File: config.mk
export PLATFORM = sky130hd
export DESIGN_NAME = flash_function_reg_protect
export DESIGN_NICKNAME = d
export VERILOG_FILES = /design/src/rtl/flash_prot_pkg.sv /design/src/rtl/prot_range_if.sv /design/src/rtl/prot_range_decode.sv /design/src/rtl/flash_function_reg_protect.sv
export SDC_FILE = /design/constraint.sdc
export NUM_CORES = 1
export LEC_CHECK = 0
export ABC_AREA = 1
export BUFFER_PORTS_ARGS = -buffer_cell sky130_fd_sc_hd__buf_2
export CORE_MARGIN = 2
export CORE_UTILIZATION = 32
export CTS_BUF_LIST = sky130_fd_sc_hd__clkbuf_4
export DETAILED_ROUTE_END_ITERATION = 16
export SLEW_MARGIN = 10
export SYNTH_ARGS = -nofsm -noshare
export SYNTH_HDL_FRONTEND = slang
export SYNTH_SLANG_ARGS = --single-unit
File: constraint.sdc
create_clock -name sys_clk -period 2.22 [get_ports sys_clk]
set_clock_uncertainty 0.1 [all_clocks]
set_input_delay 0.222 -clock sys_clk [delete_from_list [all_inputs] [get_ports sys_clk]]
set_output_delay 0.222 -clock sys_clk [all_outputs]
set_load 0.01 [all_outputs]
File: src/rtl/flash_prot_pkg.sv
// Package with function register layout, protection codes and block geometry.
package flash_prot_pkg;
    localparam int BLOCK_COUNT = 64;
    localparam int BLOCK_BITS = 6;
    localparam int FUNC_WIDTH = 8;
    localparam int CODE_WIDTH = 4;
    localparam int ROW_COUNT = 4;
    // Function register field positions.
    localparam int RESET_DISABLE_POS = 0;
    localparam int TOP_BOTTOM_POS = 1;
    localparam int PROGRAM_SUSP_POS = 2;
    localparam int ERASE_SUSP_POS = 3;
    localparam int ROW_LOCK_POS = 4;
    // Reset values of the fields that do not depend on the variant.
    localparam logic TOP_BOTTOM_RESET = 1'h0;
    localparam logic [3:0] ROW_LOCK_RESET = 4'h0;
    // Protection codes with special meaning.
    localparam logic [3:0] CODE_NONE_LOW = 4'h0;
    localparam logic [3:0] CODE_ALL_A = 4'h7;
    localparam logic [3:0] CODE_ALL_B = 4'h8;
    localparam logic [3:0] CODE_NONE_HIGH = 4'hF;
    localparam logic [3:0] CODE_LOW_FIRST = 4'h9;
    // Operation kinds presented for a protection check.
    typedef enum logic [1:0] {OP_PROGRAM, OP_ERASE, OP_WHOLE_ERASE, OP_ROW_PROGRAM} op_kind_t;
    // Suspend tracker states.
    typedef enum logic [1:0] {SUSP_IDLE, SUSP_PROGRAM, SUSP_ERASE} susp_state_t;
endpackage : flash_prot_pkg

File: src/rtl/prot_range_if.sv
// Interface carrying a protection code and its decoded block range.
interface prot_range_if;
    logic [3:0] code;
    logic bottomSel;
    logic [5:0] firstBlock;
    logic [5:0] lastBlock;
    logic anyProtected;
    modport decoder (input code, input bottomSel, output firstBlock, output lastBlock, output anyProtected);
    modport user (output code, output bottomSel, input firstBlock, input lastBlock, input anyProtected);
endinterface : prot_range_if

File: src/rtl/prot_range_decode.sv
// Decoder from a block-protection code to a contiguous range of protected blocks.
module prot_range_decode #(
    parameter bit TOP_BOTTOM_USED = 1'b1
) (
    prot_range_if.decoder rng
);
    ////////////////////////////////////////////////////////////////////////////////
    // Span size as a power of two from the code's low bits.
    function automatic logic [6:0] span_of(input logic [3:0] code);
        logic [6:0] span;
        span = 7'h00;
        if (code >= 4'h1 && code <= 4'h6) begin
            span = 7'(7'h01 << (code - 4'h1));
        end else if (code >= flash_prot_pkg::CODE_LOW_FIRST && code <= 4'hE) begin
            span = 7'(7'h20 >> (code - flash_prot_pkg::CODE_LOW_FIRST));
        end else if (code == flash_prot_pkg::CODE_ALL_A || code == flash_prot_pkg::CODE_ALL_B) begin
            span = 7'h40;
        end
        return span;
    endfunction : span_of

    logic [6:0] span;
    logic lowSide;

    // Codes 9..14 are bottom ranges; the select bit swaps top and bottom ranges.
    always_comb begin
        span = span_of(rng.code);
        lowSide = (rng.code >= flash_prot_pkg::CODE_LOW_FIRST) ^ (TOP_BOTTOM_USED && rng.bottomSel);
        rng.anyProtected = (span != 7'h00);
        if (span == 7'h40) begin
            rng.firstBlock = 6'h00;
            rng.lastBlock = 6'h3F;
        end else if (lowSide) begin
            rng.firstBlock = 6'h00;
            rng.lastBlock = 6'(span - 7'h01);
        end else begin
            rng.firstBlock = 6'(7'h40 - span);
            rng.lastBlock = 6'h3F;
        end
    end
endmodule : prot_range_decode

File: src/rtl/flash_function_reg_protect.sv
// Function register, suspend flags and block-protection checking of a serial flash.
// Function
// The four-bit protection code selects protected 64 KB blocks out of 64.
// Codes 1 to 6 protect top 1,2,4,8,16,32 blocks ending at block 63.
// Codes 9 to 14 protect bottom 32,16,8,4,2,1 blocks starting at block 0.
// Codes 0 and 15 protect nothing; codes 7 and 8 protect everything.
// Eight-bit function register: reset disable, top/bottom, suspends, four row locks.
// One-time bits stay one forever once written one; zero writes ignored. Here nrst restores their reset values.
// Reset-disable bit resets per variant and is writable only while zero.
// When reset-disable is one, hardware reset moves to the hold/reset pin.
// Top/bottom bit resets to top; one selects bottom, irreversibly.
// In the 32 Mbit density the top/bottom bit is reserved, no effect.
// Program-suspended flag sets on suspend during program, clears on resume.
// Erase-suspended flag sets on suspend during erase, clears on resume.
// Suspend flags are volatile, read-only, zero when nothing is suspended.
// Row lock n resets to zero; once one, programming row n is refused.
// Host writes to the function register leave the suspend flags unchanged.
// Program or erase whose target lies in the protected area is rejected.
// Whole-array erase is ignored unless all four protection bits are zero.
module flash_function_reg_protect #(
    parameter bit RESET_DISABLE_DEFAULT = 1'b0,
    parameter bit DENSITY_32MBIT = 1'b1
) (
    // Clock and reset.
    input wire logic sys_clk,
    input wire logic nrst,
    // Status register protection bits.
    input wire logic protect_code_bit3,
    input wire logic protect_code_bit2,
    input wire logic protect_code_bit1,
    input wire logic protect_code_bit0,
    // Function register write and read.
    input wire logic funcWrite,
    input wire logic [7:0] funcWriteData,
    output logic [7:0] funcReadData,
    // Suspend and resume events from the command sequencer.
    input wire logic suspendAccepted,
    input wire logic programActive,
    input wire logic eraseActive,
    input wire logic resumeAccepted,
    // Operation check request.
    input wire logic checkValid,
    input wire flash_prot_pkg::op_kind_t checkKind,
    input wire logic [5:0] checkFirstBlock,
    input wire logic [5:0] checkLastBlock,
    input wire logic [1:0] checkRow,
    output logic checkAllowed,
    output logic checkRejected,
    // Reset pin routing.
    input wire logic dedicatedResetPin,
    input wire logic holdResetPin,
    output logic hwResetRequest,
    output logic holdPinIsReset,
    // Decoded protection range.
    output logic [5:0] protFirstBlock,
    output logic [5:0] protLastBlock,
    output logic protAny
);
    ////////////////////////////////////////////////////////////////////////////////
    // One-time bits and suspend state.
    logic resetDisable;
    logic topBottom;
    logic [3:0] rowLock;
    logic next_resetDisable;
    logic next_topBottom;
    logic [3:0] next_rowLock;
    // Suspend tracker state.
    flash_prot_pkg::susp_state_t suspState;
    flash_prot_pkg::susp_state_t next_suspState;
    // Code, flags and the registered check answer.
    logic [3:0] protCode;
    logic program_suspended_flag;
    logic erase_suspended_flag;
    logic inRange;
    logic next_checkAllowed;
    logic next_checkRejected;
    logic [7:0] next_funcReadData;

    // Link between this register block and the code decoder.
    prot_range_if rng ();

    ////////////////////////////////////////////////////////////////////////////////
    // Elaboration checks: the decoder and the register image serve one fixed geometry.
    if ($bits(protCode) != flash_prot_pkg::CODE_WIDTH) begin : g_code_width_bad
        $error("Protection code width differs from the package.");
    end
    if ($bits(protFirstBlock) != flash_prot_pkg::BLOCK_BITS
            || flash_prot_pkg::BLOCK_COUNT != (1 << flash_prot_pkg::BLOCK_BITS)) begin : g_geometry_bad
        $error("Block count and block index width do not agree.");
    end
    if ($bits(funcReadData) != flash_prot_pkg::FUNC_WIDTH
            || $bits(rowLock) != flash_prot_pkg::ROW_COUNT) begin : g_layout_bad
        $error("Function register layout differs from the package.");
    end

    ////////////////////////////////////////////////////////////////////////////////
    // The four pins form one code with bit 3 on top; the decoder turns it into a range.
    assign protCode = {protect_code_bit3, protect_code_bit2, protect_code_bit1, protect_code_bit0};
    assign rng.code = protCode;
    assign rng.bottomSel = topBottom;

    prot_range_decode #(.TOP_BOTTOM_USED(!DENSITY_32MBIT)) u_decode (.rng(rng.decoder));

    ////////////////////////////////////////////////////////////////////////////////
    // Sticky one-time bits: writes only ever OR ones in.
    // The reset-disable bit is gated too, so a zero written after it is set changes nothing.
    always_comb begin
        next_resetDisable = resetDisable;
        next_topBottom = topBottom;
        next_rowLock = rowLock;
        if (funcWrite) begin
            if (!resetDisable) begin
                next_resetDisable = funcWriteData[flash_prot_pkg::RESET_DISABLE_POS];
            end
            next_topBottom = topBottom | funcWriteData[flash_prot_pkg::TOP_BOTTOM_POS];
            next_rowLock = rowLock
                | funcWriteData[flash_prot_pkg::ROW_LOCK_POS +: flash_prot_pkg::ROW_COUNT];
        end
    end

    // Registers the one-time bits; reset restores their delivered state.
    always_ff @(posedge sys_clk) begin
        if (!nrst) begin
            resetDisable <= RESET_DISABLE_DEFAULT;
            topBottom <= flash_prot_pkg::TOP_BOTTOM_RESET;
            rowLock <= flash_prot_pkg::ROW_LOCK_RESET;
        end else begin
            resetDisable <= next_resetDisable;
            topBottom <= next_topBottom;
            rowLock <= next_rowLock;
        end
    end

    ////////////////////////////////////////////////////////////////////////////////
    // Suspend tracker; host writes never touch it.
    // Program wins when both operations report active; a suspend while suspended is ignored.
    always_comb begin
        next_suspState = suspState;
        case (suspState)
            flash_prot_pkg::SUSP_IDLE: begin
                if (suspendAccepted && programActive) begin
                    next_suspState = flash_prot_pkg::SUSP_PROGRAM;
                end else if (suspendAccepted && eraseActive) begin
                    next_suspState = flash_prot_pkg::SUSP_ERASE;
                end
            end
            flash_prot_pkg::SUSP_PROGRAM, flash_prot_pkg::SUSP_ERASE: begin
                if (resumeAccepted) begin
                    next_suspState = flash_prot_pkg::SUSP_IDLE;
                end
            end
            default: begin
                next_suspState = flash_prot_pkg::SUSP_IDLE;
            end
        endcase
    end

    // Registers the suspend state; reset leaves nothing suspended.
    always_ff @(posedge sys_clk) begin
        if (!nrst) begin
            suspState <= flash_prot_pkg::SUSP_IDLE;
        end else begin
            suspState <= next_suspState;
        end
    end

    assign program_suspended_flag = (suspState == flash_prot_pkg::SUSP_PROGRAM);
    assign erase_suspended_flag = (suspState == flash_prot_pkg::SUSP_ERASE);

    ////////////////////////////////////////////////////////////////////////////////
    // True when the target range shares at least one block with the protected range.
    function automatic logic range_overlaps(input logic [5:0] tgtLo, input logic [5:0] tgtHi,
                                            input logic [5:0] protLo, input logic [5:0] protHi);
        return !(tgtHi < protLo || tgtLo > protHi);
    endfunction : range_overlaps

    // Protection check of a requested operation, answered one cycle later.
    // The verdict is registered so the sequencer always sees a clean one-cycle answer.
    always_comb begin
        inRange = rng.anyProtected
            && range_overlaps(checkFirstBlock, checkLastBlock, rng.firstBlock, rng.lastBlock);
        next_checkAllowed = 1'b0;
        next_checkRejected = 1'b0;
        if (checkValid) begin
            case (checkKind)
                flash_prot_pkg::OP_WHOLE_ERASE: begin
                    next_checkRejected = (protCode != flash_prot_pkg::CODE_NONE_LOW);
                end
                flash_prot_pkg::OP_ROW_PROGRAM: next_checkRejected = rowLock[checkRow];
                default: next_checkRejected = inRange;
            endcase
            next_checkAllowed = !next_checkRejected;
        end
        // Read value assembled field by field; suspend bits come from the tracker.
        next_funcReadData = 8'h00;
        next_funcReadData[flash_prot_pkg::RESET_DISABLE_POS] = resetDisable;
        next_funcReadData[flash_prot_pkg::TOP_BOTTOM_POS] = topBottom;
        next_funcReadData[flash_prot_pkg::PROGRAM_SUSP_POS] = program_suspended_flag;
        next_funcReadData[flash_prot_pkg::ERASE_SUSP_POS] = erase_suspended_flag;
        next_funcReadData[flash_prot_pkg::ROW_LOCK_POS +: flash_prot_pkg::ROW_COUNT] = rowLock;
    end

    // Registers the check answer and the read image.
    always_ff @(posedge sys_clk) begin
        if (!nrst) begin
            checkAllowed <= 1'b0;
            checkRejected <= 1'b0;
            funcReadData <= 8'h00;
        end else begin
            checkAllowed <= next_checkAllowed;
            checkRejected <= next_checkRejected;
            funcReadData <= next_funcReadData;
        end
    end

    ////////////////////////////////////////////////////////////////////////////////
    // Reset pin routing: the active-low reset comes from the dedicated pin or the hold pin.
    // Once routing moves, a dedicated pin left low can no longer hold the device in reset.
    assign holdPinIsReset = resetDisable;
    assign hwResetRequest = resetDisable ? !holdResetPin : !dedicatedResetPin;

    // Decoded range, presented for status reads and for the operation sequencer.
    assign protFirstBlock = rng.firstBlock;
    assign protLastBlock = rng.lastBlock;
    assign protAny = rng.anyProtected;
endmodule : flash_function_reg_protect

; ---- Word-level counts from Yosys, hierarchy flattened
; Cells that the tools add are included.
[word_totals]
reg_bits = 18
word_cells = 65
[op_classes]
addsub = 4
order_cmp = 7
eq_ne = 9
shifts = 2
muxes = 17
bitwise_logic = 2
n_reduce_logical = 17
[op_table]
columns = cell, n
row1 = 6-bit two-way mux, 4
row2 = 7-bit two-way mux, 3
row3 = 7-bit equality test (second input constant), 1
row4 = 7-bit nonzero test, 1
row5 = 1-bit by 4-bit << shifter with 7-bit output (first input constant), 1
row6 = 6-bit by 4-bit right shift with 7-bit output (first input constant), 1
row7 = 2-bit equality test (second input constant), 3
row8 = 6-bit > comparator, 1
row9 = 6-bit < comparator, 1
row10 = 2-bit two-way mux, 3
row11 = 1-bit by 6-bit subtractor with 6-bit output (first input constant), 1
row12 = 6-bit by 1-bit subtractor with 6-bit output (second input constant), 1
row13 = 1-bit logical AND, 5
row14 = 4-bit by 3-bit equality test with 1-bit output (second input constant), 1
row15 = 4-bit equality test (second input constant), 1
row16 = 4-bit by 1-bit >= comparator with 1-bit output (second input constant), 1
row17 = 4-bit >= comparator (second input constant), 1
row18 = 4-bit by 3-bit less-or-equal comparator with 1-bit output (second input constant), 1
row19 = 4-bit less-or-equal comparator (second input constant), 1
row20 = 1-bit zero test, 4
row21 = 1-bit two-way mux, 4
row22 = 4-bit bitwise OR, 1
row23 = 2-bit case mux with 2 select lines, 1
row24 = 2-bit AND reduction, 2
row25 = other kinds (13), 14

; ---- Longest topological paths before layout
[logic_depth]
word_depth = 15
mapped_depth = 19

; ---- Modules after synthesis
; A second synthesis with hierarchy kept.
[hier_totals]
cells_unflattened = 209
hier_area_um2 = 1361.3
[by_module_without_submodules]
columns = module, instances, cells_per_inst, area_each_um2
row1 = flash_function_reg_protect, 1, 140, 998.5
row2 = prot_range_decode, 1, 69, 362.8

; ---- Least setup slack after synthesis
; No wires, ideal clock.
[synth_path]
path_kind = input port to flip-flop
from = in protect_code_bit3
to = reg checkAllowed
setup_ns = 0.064
arrival_time_ns = 2.111
required_time_ns = 2.056
path_slack_ns = -0.055
cell_stages = 18
path_buffers = 0
path_cell_list = nor2_2 -> inv_2 -> nor2_1 -> nor2_2 -> ha_1 -> inv_1 -> o211ai_1 -> nand3_1 -> inv_2 -> ha_1 -> nand2_1 -> nor2_1 -> o21ai_0 -> nand3_1 -> nand2_1 -> nand3_2 -> nand2_1 -> nor2_1
[synth_between]
elab_chain_cells = 14
word_cells_on_any_way = 33
[synth_rtl]
columns = element, line_no
row1 = from (decl), flash_function_reg_protect.sv:28  ; input wire logic protect_code_bit3,
row2 = "4-bit subtractor, or another cell as far along", prot_range_decode.sv:15  ; span = 7'(7'h20 >> (code - flash_prot_pkg::CODE_LOW_FIRST));
row3 = "6-bit by 4-bit right shift with 7-bit output, or another cell as far along", prot_range_decode.sv:15
row4 = "7-bit two-way mux, on equally long branches", "prot_range_decode.sv:14, prot_range_decode.sv:16"
row5 = "7-bit two-way mux, on equally long branches", "prot_range_decode.sv:12, prot_range_decode.sv:14"
row6 = 1-bit by 6-bit subtractor with 6-bit output / 7-bit two-way mux (equally long branches), "prot_range_decode.sv:37, prot_range_decode.sv:12"
row7 = 6-bit two-way mux / 7-bit equality test (equally long branches), "prot_range_decode.sv:33, prot_range_decode.sv:30"
row8 = 6-bit two-way mux *, prot_range_decode.sv:30  ; if (span == 7'h40) begin
row9 = via protFirstBlock[0], flash_function_reg_protect.sv:55  ; output logic [5:0] protFirstBlock,
row10 = 6-bit < comparator *, flash_function_reg_protect.sv:174  ; return !(tgtHi < protLo || tgtLo > protHi);
row11 = 1-bit logical OR *, flash_function_reg_protect.sv:174
row12 = 1-bit zero test *, flash_function_reg_protect.sv:174
row13 = 1-bit logical AND *, flash_function_reg_protect.sv:181  ; && range_overlaps(checkFirstBlock, checkLastBlock, rng.firstBlock, rng.lastBlock);
row14 = 1-bit case mux with 2 select lines *, flash_function_reg_protect.sv:185  ; case (checkKind)
row15 = 1-bit two-way mux *, flash_function_reg_protect.sv:184  ; if (checkValid) begin
row16 = 1-bit zero test *, flash_function_reg_protect.sv:192  ; next_checkAllowed = !next_checkRejected;
row17 = to (signal assigned), flash_function_reg_protect.sv:210  ; checkAllowed <= next_checkAllowed;
row18 = to (decl), flash_function_reg_protect.sv:47  ; output logic checkAllowed,
; The timed path passes the listed nets; every way through them passes the cells marked *. The select of a mux whose other input is x is not followed.
; A chain may end at the register's enable or synchronous reset.

; ---- Final worst setup path
[layout_path]
from = in protect_code_bit2
to = reg checkAllowed
[layout_between]
elab_chain_cells = 14
word_cells_on_any_way = 33
[layout_rtl]
columns = element, line_no
row1 = from (decl), flash_function_reg_protect.sv:29  ; input wire logic protect_code_bit2,
row2 = "4-bit subtractor, or another cell as far along", prot_range_decode.sv:15
row3 = "6-bit by 4-bit right shift with 7-bit output, or another cell as far along", prot_range_decode.sv:15
row4 = "7-bit two-way mux, on equally long branches", "prot_range_decode.sv:14, prot_range_decode.sv:16"
row5 = "7-bit two-way mux, on equally long branches", "prot_range_decode.sv:12, prot_range_decode.sv:14"
row6 = "1-bit by 6-bit subtractor with 6-bit output, or another cell as far along", prot_range_decode.sv:37  ; rng.firstBlock = 6'(7'h40 - span);
row7 = 6-bit two-way mux / 7-bit equality test (equally long branches), "prot_range_decode.sv:33, prot_range_decode.sv:30"
row8 = 6-bit two-way mux, prot_range_decode.sv:30
row9 = 6-bit < comparator / 6-bit > comparator (equally long branches), flash_function_reg_protect.sv:174
row10 = 1-bit logical OR, flash_function_reg_protect.sv:174
row11 = 1-bit zero test, flash_function_reg_protect.sv:174
row12 = 1-bit logical AND, flash_function_reg_protect.sv:181
row13 = 1-bit case mux with 2 select lines *, flash_function_reg_protect.sv:185
row14 = 1-bit two-way mux *, flash_function_reg_protect.sv:184
row15 = 1-bit zero test *, flash_function_reg_protect.sv:192
; Every way passes the cells marked *; elsewhere a longest branch is shown, timed or not. The select of a mux whose other input is x is not followed.

==> metrics.md <==
| Metric | Value |
|---|---|
| Peak Freq | `473 MHz` |
| Reg area | `360 µm²` |
| Yosys cell types | `23` |
| Syn Area/Cell | `6.61 µm²` |
| Total track usage | `0.138` |
| DR vias | `1431` |
| Critical path fanouts, max | `3` |
| # IOs | `63` |
| Pwr/cell area | `440 mW/mm²` |
| First-pass GRT wire length | `4950 µm` |
| Hold Violations, Final | `0` |
| Pleak | `1.17 nW` |
| Initial Util | `0.329` |
| Clock transition at path regs | `0.09 ns` |
| Syn Inst Count | `196` |
| Vias in the first global route | `1236` |
| Die height | `67.6 µm` |
| Max Cap Viol | `0` |
| Clk root buf | `clkbuf_4` |
| Synthesized Nets | `250` |
| Crit path capture type | `flip-flop` |
| Setup TNS | `0 ns` |
| Worst setup SP type | `primary input` |
| Full die area | `0.00458 mm²` |
| Post-CTS Hold Buffers | `0` |
| Most common cell after layout, fill and taps aside | `buf_2` |
| Die W | `67.6 µm` |
| Mapped Area | `0.00130 mm²` |
| CTS tree | `yes` |
| H-tree levels | `1` |
| Critical Path AT | `2.24 ns` |
| Layer with the highest usage | `met2` |
| Area taken by multi-input logic gates | `850 µm²` |
| Worst hold path class | `primary input to flip-flop` |
| Drt drc | `0` |
| Detail Route Antenna Nets | `0` |
| IO buf count | `60` |
| Clk buf depth | `2` |
| Global route overflow | `0` |
| Most frequent cells in the layout | `buf_2 (58), nand2_1 (48), inv_1 (29)` |
| Ys Warns | `0` |
| Initial antenna violation count | `0` |
| Largest net degree at the start of global routing | `17` |
| Post-Layout Inst Area | `0.00194 mm²` |
| Setup violators final | `0` |
| Layout cells sized above 1 | `0.454` |
| Final period utilization | `0.952` |
| Final min period | `2.11 ns` |
| Final Max Tran Viols | `0` |
| Clk_lat worst skew | `0.27 ns` |
| DR vias/cell | `4.34` |
| Core Area | `0.00394 mm²` |
| Clock sinks | `18` |
| Starting DRT DRC Count | `45` |
| GP Congestion | `0.816` |
| Ant. Diodes | `0` |
| Post-synthesis sequential element count | `18` |
| Power, Total | `0.000854 W` |
| Critical path type | `primary input to flip-flop` |
| TritonRoute pass-1 iters | `4` |
| Reg2Reg Depth | `7` |
| Hold Crit Depth | `3` |
| Sequential area share after synthesis | `0.278` |
| Status | `finished, final reports clean` |
| Met3 usage | `0.0267` |
| Met1 Resource Use GR | `0.178` |
| Hold Slack | `0.0563 ns` |
| Nets | `336` |
| Grt met2 use | `0.239` |
| TritonCTS Buffers | `3` |
| Row cnt | `23` |
| Fillers | `407` |
| Placed cell areas | `0.00180 mm²` |
| DP HPWL | `2630 µm` |
| VDD IR max | `0.269 mV` |
| Slew @ Worst Pin | `0.277 ns` |
| Routed length per instance | `9.54 µm` |
| Critical path required time | `2.35 ns` |
| Rel. slew slack | `0.815` |
| Synth-to-Final Area Change | `49.8%` |
| WL final | `3150 µm` |
[layout make-up]
cell class                      instances  share of cell area
Inverter                               43              0.0831
Multi-Input combinational cell        133               0.438
Clock buffer                            3              0.0116
Sequential cell                        18               0.186
Timing Repair Buffer                   83               0.250
Tap cell                               50              0.0322
[registers in the layout, indices dropped and copies added, names as in the netlist]
register	flops
funcReadData	8
rowLock	4
suspState	2
checkAllowed	1
checkRejected	1
holdPinIsReset	1
rng.bottomSel	1
[final timing paths]
| path | startpoint | to | slack, ns |
|---|---|---|---|
| worst max-delay path | protect_code_bit2 | checkAllowed | 0.11 |
| worst min-delay path | funcWriteData[5] | rowLock[1] | 0.06 |
| worst max register to register | suspState[0] | suspState[1] | 0.79 |
| worst min register to register | rng.bottomSel | funcReadData[1] | 0.34 |
[routing by layer]
metal / share of wire / routed length [µm]
met1: 0.46 / 1440
met2: 0.48 / 1500
met3: 0.054 / 171
met4: 0.011 / 36
met5: 0 / 0
[cell families after synthesis]
logic type	share of synthesized area
AND/OR/NAND/NOR	0.348
buffers and inverters	0.130
flip-flops	0.278
adder cells (fa/ha/maj)	0.154
AO/OA/AOI/OAI	0.0676
XOR/XNOR	0.0135
multiplexers	0.00772
[critical path, stage by stage]
cell	delay, ns
buf_6	0.10
nor2_4	0.11
inv_2	0.07
o22ai_2	0.17
inv_2	0.09
ha_4	0.18
buf_4	0.13
xor2_1	0.15
nor2_1	0.17
inv_2	0.06
ha_4	0.15
a21oi_2	0.11
nor2_1	0.06
nor3_2	0.16
nand2_2	0.08
nand3_2	0.08
nand2_1	0.05
nor2_1	0.08
[cells in the mapped netlist]
cell type | count | area [µm²]
nand2_1 | 51 | 191
inv_1 | 31 | 116
nand3_1 | 19 | 95.1
dfxtp_1 | 18 | 360
ha_1 | 16 | 200
nor2_1 | 14 | 52.6
inv_2 | 12 | 45.0
nor2_2 | 8 | 50.1
a21oi_1 | 6 | 30.0
nand3_2 | 4 | 40.0
o21ai_0 | 3 | 15.0
clkbuf_1 | 2 | 7.51
xor2_1 | 2 | 17.5
a211oi_1 | 1 | 7.51
a21oi_2 | 1 | 8.76
mux2i_1 | 1 | 10.0
nand2_2 | 1 | 6.26
nor2_4 | 1 | 11.3
nor3_1 | 1 | 5.00
o211ai_1 | 1 | 7.51
o21ai_1 | 1 | 5.00
o21bai_1 | 1 | 7.51
o22ai_1 | 1 | 6.26
[where the power goes]
part	total [W]	internal, W	leakage (nW)	switching (W)
clock	0.000149	0.0000629	0.0138	0.0000864
combinational	0.000347	0.000163	1.01	0.000185
sequential	0.000358	0.000348	0.148	0.0000100
[through the flow]
step           setup WS, ns  cells  utilization
2_1_floorplan        0.0223    196            -
4_1_cts               0.112    327        0.463
3_5_place_dp         -0.174    324        0.458
5_1_grt             -0.0238    330        0.493
3_3_place_gp         -0.190    324        0.458
6_report              0.108    330        0.493
[what timing repair did]
item | CTS | global route
resized for setup | 0 | 23
endpoints found under the setup margin | 0 | 2
setup buffers | 0 | 3
(Power assumes the default switching activity.)
